## src/spi_cfg_pkg.sv

```systemverilog
// Constants for the serial unit: register map, field layout and timing.
// Assumes a 32-bit APB bus with word-aligned registers and a 10 MHz pclk.
// Operation
// A clear width bit gives 8-bit transfers on the low byte; a set bit gives 16-bit words.
// In master mode, changing width, fault enable, pin select or either rate field aborts.
// In master bidirectional mode a change of the output enable bit aborts; otherwise not.
// A master with fault detect clear leaves the select pin unused; set with select output enable clear makes it a fault input.
// A slave always uses the select pin as an input.
// In bidirectional mode the output enable bit gates MOSI for a master and MISO for a slave.
// With pin select clear the master drives MOSI and reads MISO, the slave the reverse.
// A bidirectional master releases MISO and uses MOSI as input or input/output.
// A bidirectional slave releases MOSI and uses MISO as input or input/output.
// With wait clock stop set, the serial clock halts while the chip is in wait mode.
// The master divisor is (prescaler + 1) times two to the (exponent + 1).
// The master bit rate equals the bus clock divided by that divisor.
// Both configuration registers read and write at any time; reserved bits ignore writes.
// A master with fault detect and select output enable set drives the select pin out.
// An abort from a configuration change restarts the divider and the bit counter.
package spi_cfg_pkg;
    // Register indices; byte address is four times the index
    localparam logic [7:0] IDX_CONTROL_ONE = 8'h00;
    localparam logic [7:0] IDX_CONTROL_TWO = 8'h01;
    localparam logic [7:0] IDX_BIT_RATE = 8'h02;
    localparam logic [7:0] IDX_STATUS = 8'h03;
    localparam logic [7:0] IDX_DATA_HIGH = 8'h04;
    localparam logic [7:0] IDX_DATA_LOW = 8'h05;
    localparam logic [7:0] IDX_IRQ_MASK = 8'h08;
    localparam logic [7:0] ADDR_CONTROL_ONE = 8'(IDX_CONTROL_ONE * 4);
    localparam logic [7:0] ADDR_CONTROL_TWO = 8'(IDX_CONTROL_TWO * 4);
    localparam logic [7:0] ADDR_BIT_RATE = 8'(IDX_BIT_RATE * 4);
    localparam logic [7:0] ADDR_STATUS = 8'(IDX_STATUS * 4);
    localparam logic [7:0] ADDR_DATA_HIGH = 8'(IDX_DATA_HIGH * 4);
    localparam logic [7:0] ADDR_DATA_LOW = 8'(IDX_DATA_LOW * 4);
    localparam logic [7:0] ADDR_IRQ_MASK = 8'(IDX_IRQ_MASK * 4);

    // Control one fields
    localparam int BIT_ENABLE = 6;
    localparam int BIT_MASTER = 4;
    localparam int BIT_POLARITY = 3;
    localparam int BIT_SELECT_OUTPUT_ENABLE = 1;
    localparam logic [7:0] MASK_CONTROL_ONE = 8'h5a;
    // Control two fields
    localparam int BIT_WIDTH_SELECT = 6;
    localparam int BIT_FAULT_DETECT_ENABLE = 4;
    localparam int BIT_BIDIR_OUTPUT_ENABLE = 3;
    localparam int BIT_WAIT_CLOCK_STOP = 1;
    localparam int BIT_BIDIR_PIN_SELECT = 0;
    localparam logic [7:0] MASK_CONTROL_TWO = 8'h5b;
    localparam logic [7:0] MASK_ABORT_TWO = 8'h51;
    // Bit rate fields
    localparam int PRESCALER_LSB = 4;
    localparam int EXPONENT_LSB = 0;
    localparam logic [7:0] MASK_BIT_RATE = 8'h77;
    // Status and mask fields
    localparam int BIT_DONE_FLAG = 7;
    localparam int BIT_FAULT_FLAG = 4;
    localparam logic [7:0] MASK_STATUS = 8'h90;

    localparam logic [7:0] RESET_BYTE = 8'h00;
    localparam logic [4:0] BITS_NARROW = 5'd8;
    localparam logic [4:0] BITS_WIDE = 5'd16;

    // Half of the serial clock period in bus cycles: (prescaler + 1) * 2^exponent
    function automatic logic [10:0] half_period(input logic [2:0] pre, input logic [2:0] expo);
        logic [10:0] base;
        base = {8'h00, pre} + 11'h001;
        return base << expo;
    endfunction
endpackage

```

## src/serial_io_if.sv

```systemverilog
// Signals passed between the serial core and its pin multiplexer.
// Assumes both ends run on pclk; every signal is a plain level.
`timescale 1ns/10ps
interface serial_io_if;
    logic enable;
    logic master;
    logic bidir;
    logic out_en;
    logic fault_en;
    logic sel_oe;
    logic busy;
    logic tx_bit;
    logic sck_level;
    logic rx_bit;
    logic sck_seen;
    logic ss_active;
    logic ss_fault;
    modport core (output enable, master, bidir, out_en, fault_en, sel_oe, busy, tx_bit,
                  sck_level, input rx_bit, sck_seen, ss_active, ss_fault);
    modport pins (input enable, master, bidir, out_en, fault_en, sel_oe, busy, tx_bit,
                  sck_level, output rx_bit, sck_seen, ss_active, ss_fault);
endinterface

```

## src/baud_divider.sv

```systemverilog
// Serial clock divider: one-cycle tick every half period of the bit clock.
// Assumes pclk is the bus clock and fields are stable or cleared on change.
`timescale 1ns/10ps
module baud_divider (
    input wire logic pclk,
    input wire logic presetn,
    input wire logic clear,
    input wire logic run,
    input wire logic [2:0] prescaler,
    input wire logic [2:0] exponent,
    output logic tick
);
    logic [10:0] count_reg;
    logic [10:0] count_next;
    logic [10:0] last_count;

    assign last_count = spi_cfg_pkg::half_period(prescaler, exponent) - 11'h001;
    assign tick = run && !clear && (count_reg == last_count);
    assign count_next = (clear || !run || tick) ? 11'h000 : count_reg + 11'h001;

    always_ff @(posedge pclk or negedge presetn) begin
        if (!presetn) begin
            count_reg <= 11'h000;
        end else begin
            count_reg <= count_next;
        end
    end
endmodule

```

## src/pin_mux.sv

```systemverilog
// Pin routing for MOSI, MISO, SCK and the slave select line.
// Assumes pin inputs are synchronous to pclk; enables are high while driving.
`timescale 1ns/10ps
module pin_mux (
    input wire logic pclk,
    input wire logic presetn,
    serial_io_if.pins io,
    input wire logic mosi_in,
    output logic mosi_out,
    output logic mosi_oe,
    input wire logic miso_in,
    output logic miso_out,
    output logic miso_oe,
    input wire logic sck_in,
    output logic sck_out,
    output logic sck_oe,
    input wire logic ss_in_n,
    output logic ss_out_n,
    output logic ss_oe
);
    logic sck_prev_reg;
    logic slave_sel;
    logic master_on;

    assign master_on = io.enable && io.master;
    assign slave_sel = io.enable && !io.master && !ss_in_n;
    // Master: normal drives MOSI; bidir gates MOSI by out_en and never drives MISO
    assign mosi_oe = master_on && (!io.bidir || io.out_en);
    // Slave: MISO only while selected; bidir gates it by out_en and never drives MOSI
    assign miso_oe = slave_sel && (!io.bidir || io.out_en);
    assign mosi_out = io.tx_bit;
    assign miso_out = io.tx_bit;
    assign io.rx_bit = (io.master != io.bidir) ? miso_in : mosi_in;
    assign sck_oe = master_on;
    assign sck_out = io.sck_level;
    // Select output only with both enables in master mode
    assign ss_oe = master_on && io.fault_en && io.sel_oe;
    assign ss_out_n = !io.busy;
    assign io.ss_active = slave_sel;
    assign io.ss_fault = master_on && io.fault_en && !io.sel_oe && !ss_in_n;
    assign io.sck_seen = sck_in ^ sck_prev_reg;

    always_ff @(posedge pclk or negedge presetn) begin
        if (!presetn) begin
            sck_prev_reg <= 1'b0;
        end else begin
            sck_prev_reg <= sck_in;
        end
    end
endmodule

```

## src/spi_width_pin_baud_config.sv

```systemverilog
// Serial unit top: APB register file, shift engine and configuration aborts.
// Assumes a zero-wait APB master, synchronous pins and an external wait mode level.
//
// Chosen here: the APB register port.
`timescale 1ns/10ps
module spi_width_pin_baud_config (
    input wire logic pclk,
    input wire logic presetn,
    input wire logic psel,
    input wire logic penable,
    input wire logic pwrite,
    input wire logic [7:0] paddr,
    input wire logic [31:0] pwdata,
    output logic [31:0] prdata,
    output logic pready,
    output logic pslverr,
    input wire logic wait_mode,
    input wire logic mosi_in,
    output logic mosi_out,
    output logic mosi_oe,
    input wire logic miso_in,
    output logic miso_out,
    output logic miso_oe,
    input wire logic sck_in,
    output logic sck_out,
    output logic sck_oe,
    input wire logic ss_in_n,
    output logic ss_out_n,
    output logic ss_oe,
    output logic irq
);
    typedef enum logic {ST_IDLE, ST_SHIFT} engine_e;

    serial_io_if io ();

    engine_e state_reg;
    logic [7:0] control_one_reg;
    logic [7:0] serial_control_two_reg;
    logic [7:0] serial_bit_rate_reg;
    logic [7:0] status_reg;
    logic [7:0] mask_reg;
    logic [15:0] tx_hold_reg;
    logic [15:0] rx_data_reg;
    logic [15:0] shift_reg;
    logic [15:0] rx_shift_reg;
    logic [4:0] count_reg;
    logic sck_reg;

    logic access;
    logic wr;
    logic wr_one;
    logic wr_two;
    logic wr_rate;
    logic wr_status;
    logic wr_high;
    logic wr_low;
    logic wr_mask;
    logic mapped;
    logic [7:0] wbyte;
    logic [7:0] diff_one;
    logic [7:0] diff_two;
    logic [7:0] diff_rate;
    logic master;
    logic enable;
    logic width_wide;
    logic [4:0] bits_needed;
    logic cfg_abort;
    logic abort;
    logic clock_run;
    logic tick;
    logic sample;
    logic shift;
    logic last_shift;
    logic done;
    logic start;
    logic [15:0] tx_load;
    logic [7:0] status_next;

    // APB decode; zero wait states, unmapped addresses answer with an error
    assign access = psel && penable;
    assign wr = access && pwrite;
    assign wbyte = pwdata[7:0];
    assign wr_one = wr && (paddr == spi_cfg_pkg::ADDR_CONTROL_ONE);
    assign wr_two = wr && (paddr == spi_cfg_pkg::ADDR_CONTROL_TWO);
    assign wr_rate = wr && (paddr == spi_cfg_pkg::ADDR_BIT_RATE);
    assign wr_status = wr && (paddr == spi_cfg_pkg::ADDR_STATUS);
    assign wr_high = wr && (paddr == spi_cfg_pkg::ADDR_DATA_HIGH);
    assign wr_low = wr && (paddr == spi_cfg_pkg::ADDR_DATA_LOW);
    assign wr_mask = wr && (paddr == spi_cfg_pkg::ADDR_IRQ_MASK);
    assign mapped = (paddr == spi_cfg_pkg::ADDR_CONTROL_ONE)
        || (paddr == spi_cfg_pkg::ADDR_CONTROL_TWO)
        || (paddr == spi_cfg_pkg::ADDR_BIT_RATE)
        || (paddr == spi_cfg_pkg::ADDR_STATUS)
        || (paddr == spi_cfg_pkg::ADDR_DATA_HIGH)
        || (paddr == spi_cfg_pkg::ADDR_DATA_LOW)
        || (paddr == spi_cfg_pkg::ADDR_IRQ_MASK);
    assign pready = 1'b1;
    assign pslverr = access && !mapped;

    always_comb begin
        prdata = 32'h0000_0000;
        unique case (paddr)
            spi_cfg_pkg::ADDR_CONTROL_ONE: prdata[7:0] = control_one_reg;
            spi_cfg_pkg::ADDR_CONTROL_TWO: prdata[7:0] = serial_control_two_reg;
            spi_cfg_pkg::ADDR_BIT_RATE: prdata[7:0] = serial_bit_rate_reg;
            spi_cfg_pkg::ADDR_STATUS: prdata[7:0] = status_reg;
            spi_cfg_pkg::ADDR_DATA_HIGH: prdata[7:0] = rx_data_reg[15:8];
            spi_cfg_pkg::ADDR_DATA_LOW: prdata[7:0] = rx_data_reg[7:0];
            spi_cfg_pkg::ADDR_IRQ_MASK: prdata[7:0] = mask_reg;
            default: prdata = 32'h0000_0000;
        endcase
    end

    assign enable = control_one_reg[spi_cfg_pkg::BIT_ENABLE];
    assign master = control_one_reg[spi_cfg_pkg::BIT_MASTER];
    assign width_wide = serial_control_two_reg[spi_cfg_pkg::BIT_WIDTH_SELECT];
    assign bits_needed = width_wide ? spi_cfg_pkg::BITS_WIDE : spi_cfg_pkg::BITS_NARROW;

    // Configuration changes seen on the write strobe itself
    assign diff_one = (wbyte & spi_cfg_pkg::MASK_CONTROL_ONE) ^ control_one_reg;
    assign diff_two = (wbyte & spi_cfg_pkg::MASK_CONTROL_TWO) ^ serial_control_two_reg;
    assign diff_rate = (wbyte & spi_cfg_pkg::MASK_BIT_RATE) ^ serial_bit_rate_reg;
    assign cfg_abort = master && (
        (wr_two && ((diff_two & spi_cfg_pkg::MASK_ABORT_TWO) != 8'h00))
        || (wr_two && io.bidir && diff_two[spi_cfg_pkg::BIT_BIDIR_OUTPUT_ENABLE])
        || (wr_rate && (diff_rate != 8'h00))
        || (wr_one && (diff_one != 8'h00)))
        || (wr_one && diff_one[spi_cfg_pkg::BIT_MASTER]);
    assign abort = cfg_abort || io.ss_fault || !enable;

    // Wait mode may freeze the bit clock; the transfer resumes afterwards
    assign clock_run = (state_reg == ST_SHIFT) && master
        && !(serial_control_two_reg[spi_cfg_pkg::BIT_WAIT_CLOCK_STOP] && wait_mode);

    baud_divider u_div (
        .pclk(pclk),
        .presetn(presetn),
        .clear(abort),
        .run(clock_run),
        .prescaler(serial_bit_rate_reg[spi_cfg_pkg::PRESCALER_LSB +: 3]),
        .exponent(serial_bit_rate_reg[spi_cfg_pkg::EXPONENT_LSB +: 3]),
        .tick(tick)
    );

    assign io.enable = enable;
    assign io.master = master;
    assign io.bidir = serial_control_two_reg[spi_cfg_pkg::BIT_BIDIR_PIN_SELECT];
    assign io.out_en = serial_control_two_reg[spi_cfg_pkg::BIT_BIDIR_OUTPUT_ENABLE];
    assign io.fault_en = serial_control_two_reg[spi_cfg_pkg::BIT_FAULT_DETECT_ENABLE];
    assign io.sel_oe = control_one_reg[spi_cfg_pkg::BIT_SELECT_OUTPUT_ENABLE];
    assign io.busy = (state_reg == ST_SHIFT);
    assign io.tx_bit = shift_reg[15];
    assign io.sck_level = sck_reg ^ control_one_reg[spi_cfg_pkg::BIT_POLARITY];

    pin_mux u_pins (
        .pclk(pclk),
        .presetn(presetn),
        .io(io.pins),
        .mosi_in(mosi_in),
        .mosi_out(mosi_out),
        .mosi_oe(mosi_oe),
        .miso_in(miso_in),
        .miso_out(miso_out),
        .miso_oe(miso_oe),
        .sck_in(sck_in),
        .sck_out(sck_out),
        .sck_oe(sck_oe),
        .ss_in_n(ss_in_n),
        .ss_out_n(ss_out_n),
        .ss_oe(ss_oe)
    );

    // Leading edge samples, trailing edge shifts; slave follows the pin clock
    assign sample = (master && tick && !sck_reg)
        || (!master && io.ss_active && io.sck_seen && !sck_reg);
    assign shift = (master && tick && sck_reg)
        || (!master && io.ss_active && io.sck_seen && sck_reg);
    assign last_shift = shift && (count_reg == bits_needed - 5'd1);
    assign done = last_shift && (state_reg == ST_SHIFT) && !abort;
    assign start = enable && (state_reg == ST_IDLE) && !abort
        && ((master && wr_low) || (!master && io.ss_active));
    // Narrow data sits in the top byte so bit 15 leaves first
    assign tx_load = width_wide ? {tx_hold_reg[15:8], wbyte} : {wbyte, 8'h00};

    assign status_next = (status_reg
        & ~(wr_status ? (wbyte & spi_cfg_pkg::MASK_STATUS) : 8'h00))
        | {done, 2'b00, io.ss_fault, 4'h0};
    assign irq = (status_reg & mask_reg) != 8'h00;

    always_ff @(posedge pclk or negedge presetn) begin
        if (!presetn) begin
            control_one_reg <= spi_cfg_pkg::RESET_BYTE;
            serial_control_two_reg <= spi_cfg_pkg::RESET_BYTE;
            serial_bit_rate_reg <= spi_cfg_pkg::RESET_BYTE;
            mask_reg <= spi_cfg_pkg::RESET_BYTE;
            status_reg <= spi_cfg_pkg::RESET_BYTE;
        end else begin
            if (wr_one) begin
                control_one_reg <= wbyte & spi_cfg_pkg::MASK_CONTROL_ONE;
            end
            if (wr_two) begin
                serial_control_two_reg <= wbyte & spi_cfg_pkg::MASK_CONTROL_TWO;
            end
            if (wr_rate) begin
                serial_bit_rate_reg <= wbyte & spi_cfg_pkg::MASK_BIT_RATE;
            end
            if (wr_mask) begin
                mask_reg <= wbyte & spi_cfg_pkg::MASK_STATUS;
            end
            status_reg <= status_next;
        end
    end

    always_ff @(posedge pclk or negedge presetn) begin
        if (!presetn) begin
            tx_hold_reg <= 16'h0000;
        end else if (wr_high) begin
            tx_hold_reg[15:8] <= wbyte;
        end else if (wr_low) begin
            tx_hold_reg[7:0] <= wbyte;
        end
    end

    always_ff @(posedge pclk or negedge presetn) begin
        if (!presetn) begin
            state_reg <= ST_IDLE;
            shift_reg <= 16'h0000;
            rx_shift_reg <= 16'h0000;
            count_reg <= 5'd0;
            sck_reg <= 1'b0;
        end else if (abort) begin
            state_reg <= ST_IDLE;
            count_reg <= 5'd0;
            sck_reg <= 1'b0;
        end else if (start) begin
            state_reg <= ST_SHIFT;
            shift_reg <= master ? tx_load : (width_wide ? tx_hold_reg : {tx_hold_reg[7:0], 8'h00});
            count_reg <= 5'd0;
        end else if (state_reg == ST_SHIFT) begin
            if (sample) begin
                rx_shift_reg <= {rx_shift_reg[14:0], io.rx_bit};
                sck_reg <= 1'b1;
            end
            if (shift) begin
                shift_reg <= {shift_reg[14:0], 1'b0};
                count_reg <= count_reg + 5'd1;
                sck_reg <= 1'b0;
            end
            if (done) begin
                state_reg <= ST_IDLE;
                count_reg <= 5'd0;
            end
        end
    end

    always_ff @(posedge pclk or negedge presetn) begin
        if (!presetn) begin
            rx_data_reg <= 16'h0000;
        end else if (done) begin
            rx_data_reg <= width_wide ? rx_shift_reg : {8'h00, rx_shift_reg[7:0]};
        end
    end

    // Helper: cycles since the last divider tick
    logic [11:0] gap_reg;
    always_ff @(posedge pclk or negedge presetn) begin
        if (!presetn) begin
            gap_reg <= 12'h000;
        end else if (tick || !clock_run) begin
            gap_reg <= 12'h001;
        end else begin
            gap_reg <= gap_reg + 12'h001;
        end
    end
endmodule

```

## config.mk

```make
export PLATFORM = sky130hd
export DESIGN_NAME = spi_width_pin_baud_config
export DESIGN_NICKNAME = d
export VERILOG_FILES = /design/src/spi_cfg_pkg.sv /design/src/serial_io_if.sv /design/src/baud_divider.sv /design/src/pin_mux.sv /design/src/spi_width_pin_baud_config.sv
export SDC_FILE = /design/constraint.sdc
export NUM_CORES = 1
export LEC_CHECK = 0
export BUFFER_PORTS_ARGS = -buffer_cell sky130_fd_sc_hd__clkbuf_2
export CELL_PAD_IN_SITES_DETAIL_PLACEMENT = 1
export CELL_PAD_IN_SITES_GLOBAL_PLACEMENT = 2
export CORE_MARGIN = 8
export CORE_UTILIZATION = 25
export CTS_BUF_LIST = sky130_fd_sc_hd__clkbuf_8 sky130_fd_sc_hd__clkbuf_16
export CTS_CLUSTER_DIAMETER = 200
export CTS_CLUSTER_SIZE = 14
export DETAILED_ROUTE_END_ITERATION = 7
export PLACE_DENSITY_LB_ADDON = 0.1
export RECOVER_POWER = 100
export SETUP_SLACK_MARGIN = 0.05
export SYNTH_ARGS = -nofsm -noshare
export SYNTH_HDL_FRONTEND = slang
export SYNTH_SLANG_ARGS = --single-unit
```

## constraint.sdc

```tcl
create_clock -name pclk -period 11.9 [get_ports pclk]
set_clock_uncertainty 0.1 [all_clocks]
set_input_delay 1.785 -clock pclk [delete_from_list [all_inputs] [get_ports pclk]]
set_output_delay 1.785 -clock pclk [all_outputs]
set_load 0.05 [all_outputs]
```

==> results_dict.tcl, run 1 <==
set metrics [dict create \
    status "finished with violations" \
    violations "capacitance limit, slew limit" \
    syn_area_per_cell_um2 9.880 \
    core.rowCount 58 \
    synth.top_cell.area_share_pct 40.49 \
    grt_pass1_vias 5287 \
    reg2reg_from "serial_bit_rate_reg[4]" \
    whs_ns 0.4032 \
    dpl.hpwl_um 14030 \
    ys_seq_elements 102 \
    cts_sinks 102 \
    sw_frac_of_total_pct 29.65 \
    area_growth_pct 9.984 \
    r2r-end "rx_shift_reg[2]" \
    dpl.cell_count 976 \
    grt-ovfl-total 0 \
    crit_fanout 72 \
    setup_viol 0 \
    drt_pre_antenna_iters 4 \
    wire_per_inst_um 19.20 \
    max_slew.worst_pin.slew_ns 4.115 \
    cts_root_buf "clkbuf_16" \
    critPathKind "in -> async" \
    n_antenna_cell 0 \
    grt_usage_pct 12.77 \
    ios 93 \
    synthArstFlopShare_pct 100.0 \
    finalWorstSetupSlack_ns 5.234 \
    dieArea_um2 30550 \
    rsz0062_at_grt "no" \
    synthFlopType "dfrtp_1" \
    reg2reg_slack_ns 6.31 \
    p_sw_mw 0.2188 \
    initial_core_util_pct 25.25 \
    drt_iter0_drc 166 \
    endpoint_kind "asynchronous set/reset pin" \
    crit_buf_inv 2 \
    synth_edf_count 0 \
    vias_per_cell 4.837 \
    synth_area_leaders "dfrtp_1 (40%), mux2_2 (9.5%), mux2i_1 (4.0%)" \
    cellInternalPower_mw 0.5191 \
    rr_worst_depth 10 \
    final_area_um2 6933 \
    cts_tree "built" \
    timing.fmax_mhz 150.0 \
    drive_gt1_share_pct 16.62 \
    cts_inserted_buffers 9 \
    drc 0 \
    maxSlewHeadroom_pct -174.4 \
    ctsResizeCount 0 \
    crit_arrival_ns 6.07 \
    place_congestion 0.7707 \
    period_share_pct 56.02 \
    cpMaxStageDelayCell "clkbuf_1" \
    hold_class "reg -> reg" \
    finalMaxSlewViolations 141 \
    critical_path.max_stage_delay_ns 2.99 \
    crit_chain "clkbuf_1 > clkbuf_1" \
    clock_latency_ns 0.36 \
    p_seq_share_pct 47.7 \
    power.density_nw_per_um2 106.4 \
    hold_buffers 0 \
    core_area_um2 24960 \
    p_comb_share_pct 8.6 \
    synth_warnings 0 \
    grt_pass1_wl_um 30720 \
    ir_drop_v 0.00005931 \
    dp_slack_ns 5.800 \
    hold_violations 0 \
    yosysSeqAreaShare_pct 40.49 \
    fin_util_pct 27.77 \
    clockBufferDepth 2 \
    synth_top_area_cell "dfrtp_1" \
    cts_max_level 3 \
    dpl-instance-area_um2 6695 \
    n_fill_cell 2899 \
    die_x_um 174.8 \
    period_needed_ns 6.666 \
    grt_antenna_before_repair 0 \
    drt-total-wl_um 19050 \
    grt_max_degree 73 \
    setup.worst_path.end "control_one_reg[4]" \
    clkTransAtPathRegs_ns 0.09 \
    crit_path_frequent_cell "clkbuf_1" \
    post_cts_buffers 0 \
    synthesis.area_um2 6304 \
    synthCells 638 \
    multiInputGateArea_um2 3354 \
    p_clk_share_pct 43.7 \
    fin_nets 712 \
    fin_cells 992 \
    postRouteAntennaNets 0 \
    worstSetupStartpoint "presetn" \
    fin_setup_tns_ns 0 \
    p_total_mw 0.7379 \
    io_buffers 43 \
    die_h_um 174.8 \
    drv_cap 4 \
    vias 4798 \
    p_leak_nw 2.928 \
    start_kind "input pin" \
    required_ns 11.31 \
    critical_path.top_delay_family "buffers and inverters" \
    seqCellArea_um2 2552 \
    netlist-cell-type-count 71 \
    crit_cells 2 \
]
==> how the worst min path moves through the flow <==
stage                    from  cells past startpoint        endpoint  slack [ns]
2_1_floorplan   status_reg[7]                      1   status_reg[7]        0.37
3_3_place_gp   tx_hold_reg[1]                      1  tx_hold_reg[1]        0.38
3_5_place_dp   tx_hold_reg[4]                      1  tx_hold_reg[4]        0.39
4_1_cts        tx_hold_reg[4]                      1  tx_hold_reg[4]        0.41
5_1_grt        tx_hold_reg[5]                      1  tx_hold_reg[5]        0.42
6_report       rx_data_reg[1]                      1  rx_data_reg[1]        0.40
==> power by group through the flow <==
stage	registers [mW]	clock network, mW	logic [mW]
finish	0.352	0.323	0.0631
global route	0.353	0.349	0.0689
CTS	0.352	0.337	0.0647
detailed placement	0.359	0	0.0644
global placement	0.359	0	0.0640
floorplan	0.356	0	0.0511
==> placed cells by master, fill, tap and decap left out, types with 11 or more instances in the layout <==
| cell | count |
|---|---|
| o21ai_0 | 18 |
| inv_1 | 18 |
| nor2_1 | 42 |
| dfrtp_1 | 102 |
| mux2_2 | 53 |
| nand2_1 | 65 |
| o211ai_1 | 24 |
| xor2_1 | 11 |
| conb_1 | 25 |
| clkbuf_2 | 23 |
| a21oi_1 | 22 |
| nand3_1 | 30 |
| clkbuf_1 | 22 |
| mux2i_1 | 25 |
| xnor2_1 | 24 |
==> per-layer routing <==
layer  share of wire [%]  wire (um)  global-route usage [%]  vias to the layer above
met5                   0          0                       0                        -
met4                 1.5        281                   3.320                        0
met3                 2.1        392                   2.137                       14
met2                  51       9737                   22.11                       44
met1                  45       8636                   16.17                     2465
li1                    -          -                       -                     2275
==> Yosys cell counts (3+ instances only) <==
library cell / count
inv_1: 18
nor2_1: 42
a22o_1: 3
buf_1: 5
or2_2: 3
and3_1: 9
mux2_4: 8
a22oi_1: 4
nand4_1: 5
mux2i_1: 25
or3_1: 9
a21oi_1: 19
nor3_1: 10
ha_1: 5
buf_2: 5
xnor2_1: 24
nor2b_1: 4
o2111ai_1: 3
a21oi_2: 4
a21o_1: 5
and2_1: 9
clkbuf_1: 23
o211ai_1: 24
o21ai_0: 16
mux4_2: 4
nand3b_1: 3
mux2_2: 53
a31oi_1: 3
xor2_1: 11
nand2b_1: 5
dfrtp_1: 102
a211oi_1: 3
nand4b_1: 3
nand3_1: 30
buf_4: 27
nand2_1: 65
==> area by class of cell <==
class / instances / share of cell area (%)
Clock inverter: 7 / 1.498
Timing Repair Buffer: 47 / 3.068
Clock buffer: 9 / 3.249
Sequential cell: 102 / 36.82
Tap cell: 330 / 5.956
Multi-Input combinational cell: 478 / 48.38
Inverter: 19 / 1.029
==> kinds of logic after synthesis <==
family | Yosys count | share of synthesized area [%]
AND/OR/NAND/NOR | 211 | 16.95
XOR/XNOR | 36 | 5.121
multiplexers | 90 | 16.77
AO/OA/AOI/OAI | 111 | 12.78
flip-flops | 102 | 40.49
buffers and inverters | 81 | 6.768
adder cells (fa/ha/maj) | 5 | 0.9925
other | 2 | 0.1191
Note: power is estimated with default switching activity, not from simulation.
==> inputs of run 2 (changes only) <==
--- a/config.mk
+++ b/config.mk
@@ -5,6 +5,7 @@
 export SDC_FILE = /design/constraint.sdc
 export NUM_CORES = 1
 export LEC_CHECK = 0
+export ABC_AREA = 1
 export BUFFER_PORTS_ARGS = -buffer_cell sky130_fd_sc_hd__clkbuf_2
 export CELL_PAD_IN_SITES_DETAIL_PLACEMENT = 1
 export CELL_PAD_IN_SITES_GLOBAL_PLACEMENT = 2
==> constraint.sdc (replaced) <==
create_clock -name pclk -period 5.6 [get_ports pclk]
set_clock_uncertainty 0.1 [all_clocks]
set_input_delay 0.84 -clock pclk [delete_from_list [all_inputs] [get_ports pclk]]
set_output_delay 0.84 -clock pclk [all_outputs]
set_load 0.05 [all_outputs]
==> run 2 against run 1 <==
Effect of this change:
- the run still ends with capacitance limit, slew limit left
- worst setup slack lost 4.1 ns
- sequential share of layout area up 1.6 points
- core utilization is 0.14 points lower
- global-route usage rose by 0.42 points
- largest cell class unchanged
==> results_dict.tcl, run 2 <==
set metrics [dict create \
    status "finished with violations" \
    violations "capacitance limit, slew limit" \
    endpoint_kind "flop" \
    dp_slack_ns 1.353 \
    required_ns 5.74 \
    dpl.cell_count 1147 \
    critPathKind "in -> reg" \
    p_total_mw 1.633 \
    drt-total-wl_um 18760 \
    hold_class "reg -> reg" \
    synth.top_cell.area_share_pct 42.24 \
    syn_area_per_cell_um2 7.459 \
    synthesis.area_um2 6042 \
    worstSetupStartpoint "paddr[7]" \
    period_share_pct 79.41 \
    synth_mux_area_share_pct 0.1864 \
    reg2reg_from "serial_bit_rate_reg[4]" \
    cts_root_buf "clkbuf_16" \
    power.density_nw_per_um2 246.0 \
    mostFrequentLayoutCell "nand2_1" \
    whs_ns 0.3848 \
    core.rowCount 57 \
    final_cell_mix "nand2_1 (261), dfrtp_1 (102), o21ai_0 (86), nand3_1 (68), inv_1 (62)" \
    vias 5224 \
    drc 0 \
    yosysSeqAreaShare_pct 42.24 \
    synthCells 810 \
    max_slew.worst_pin.slew_ns 3.589 \
    core_area_um2 24030 \
    ctsResizeCount 0 \
    synth_warnings 0 \
    synthFlopType "dfrtp_1" \
    dieArea_um2 29400 \
    dpl-instance-area_um2 6421 \
    crit_arrival_ns 4.59 \
    grt_pass1_wl_um 30200 \
    clockBufferDepth 2 \
    synth_top_area_cell "dfrtp_1" \
    synth_xor_area_share_pct 2.464 \
    final_area_um2 6641 \
    synth_area_leaders "dfrtp_1 (42%), nand2_1 (16%), o21ai_0 (6.2%)" \
    reg2reg_slack_ns 1.77 \
    io_buffers 43 \
    r2r-end "shift_reg[5]" \
    wire_per_inst_um 16.13 \
    period_needed_ns 4.447 \
    grt_max_degree 64 \
    ys_seq_elements 102 \
    synth_top_family_by_area "simple AND/OR/NAND/NOR gates" \
    clock_latency_ns 0.36 \
    synthMostInstantiatedCell "nand2_1" \
    grt_pass1_vias 5489 \
    n_antenna_cell 0 \
    rr_worst_depth 17 \
    ios 93 \
    grt_usage_pct 13.18 \
    place_congestion 0.7795 \
    timing.fmax_mhz 224.9 \
    synth_simple_gate_area_share_pct 31.81 \
    dpl.hpwl_um 14330 \
    p_leak_nw 3.125 \
    postRouteAntennaNets 0 \
    drv_cap 1 \
    maxSlewHeadroom_pct -139.3 \
    finalWorstSetupSlack_ns 1.153 \
    drive_gt1_share_pct 8.582 \
    netlist-cell-type-count 49 \
    synthTopCellsByCount "nand2_1 (260), dfrtp_1 (102), o21ai_0 (75), nand3_1 (68), inv_1 (62)" \
    cts_max_level 3 \
    hold_buffers 0 \
    start_kind "input pin" \
    cts_inserted_buffers 9 \
    synthAdderAreaFrac_pct 1.035 \
    cts_sinks 102 \
    area_growth_pct 9.919 \
    ir_drop_v 0.0001965 \
    fin_util_pct 27.63 \
    vias_per_cell 4.492 \
    rsz0062_at_grt "no" \
    drt_iter0_drc 233 \
    setup_viol 0 \
    crit_fanout 17 \
    die_x_um 171.5 \
    fin_setup_tns_ns 0 \
    synth_compound_area_share_pct 12.20 \
    grt_antenna_before_repair 0 \
    synth_edf_count 0 \
    setup.worst_path.end "shift_reg[5]" \
    finalMaxSlewViolations 64 \
    drt_pre_antenna_iters 4 \
    cts_tree "built" \
    grt-ovfl-total 0 \
    hold_violations 0 \
    synthArstFlopShare_pct 100.0 \
    initial_core_util_pct 25.14 \
    clkTransAtPathRegs_ns 0.07 \
    die_h_um 171.5 \
    fin_cells 1163 \
    post_cts_buffers 0 \
    fin_nets 889 \
]
-- run 2: cell count changes in the layout (fill, tap and decap cells not counted), moves of 8 or more --
cell	previous run	this run
o21ai_0	18	86
mux2_1	8	0
mux2_2	53	1
xnor2_1	24	5
mux2i_1	25	0
inv_1	18	62
nand2_1	65	261
and3_1	9	0
nand3_1	30	68
o211ai_1	24	1
or3_1	9	0
-- run 2: final cells by class --
class / count / area [um^2]
clock buffers: 10 / 239.0
clock inverters: 6 / 53.80
fillers: 2984 / 17390
inverters: 68 / 255.2
multi-input cells: 608 / 2934
flip-flops and latches: 102 / 2552
well taps: 324 / 405.4
repair buffers: 45 / 201.4
-- run 2: power by group --
part | internal [mW] | switching (mW)
combinational | 0.0485 | 0.170
clock | 0.323 | 0.316
sequential | 0.754 | 0.0234
-- run 2: worst min path at each step --
stage	startpoint	end	slack, ns	cells past startpoint
after floorplan	rx_shift_reg[15]	rx_shift_reg[15]	0.34	2
after global placement	tx_hold_reg[0]	tx_hold_reg[0]	0.36	2
after detailed placement	rx_shift_reg[15]	rx_shift_reg[15]	0.37	2
after CTS	rx_shift_reg[15]	rx_shift_reg[15]	0.39	2
after global routing	rx_shift_reg[4]	rx_shift_reg[4]	0.42	2
final	rx_shift_reg[4]	rx_shift_reg[4]	0.38	2
-- run 2: critical path, cell delays in order --
cell      delay [ns]
clkbuf_2        0.08
or2_0           0.26
nor3_1          0.54
nand4_1         0.45
nor2_1          0.61
nand2_1         0.12
nand3_1         0.12
nand2_1         0.06
nand2_1         0.19
nor2_1          0.14
nand4_1         0.30
nand2_4         0.23
nand3_4         0.25
nand2_4         0.18
nand2_1         0.14
nand2_1         0.05
-- run 2: per-layer routing --
layer,GRT usage (%),vias up,share of wire (%)
met5,0,-,0
met4,3.440,0,1.3
met3,2.364,15,2.7
met2,21.08,57,47
met1,18.04,2522,49
li1,-,2630,-
-- run 2: cell families after synthesis --
kind of cell,Yosys count
simple gates,428
xor+xnor,17
buf+inv,123
flops,102
mux,1
fa+ha+maj,5
other cells,2
compound gates,132
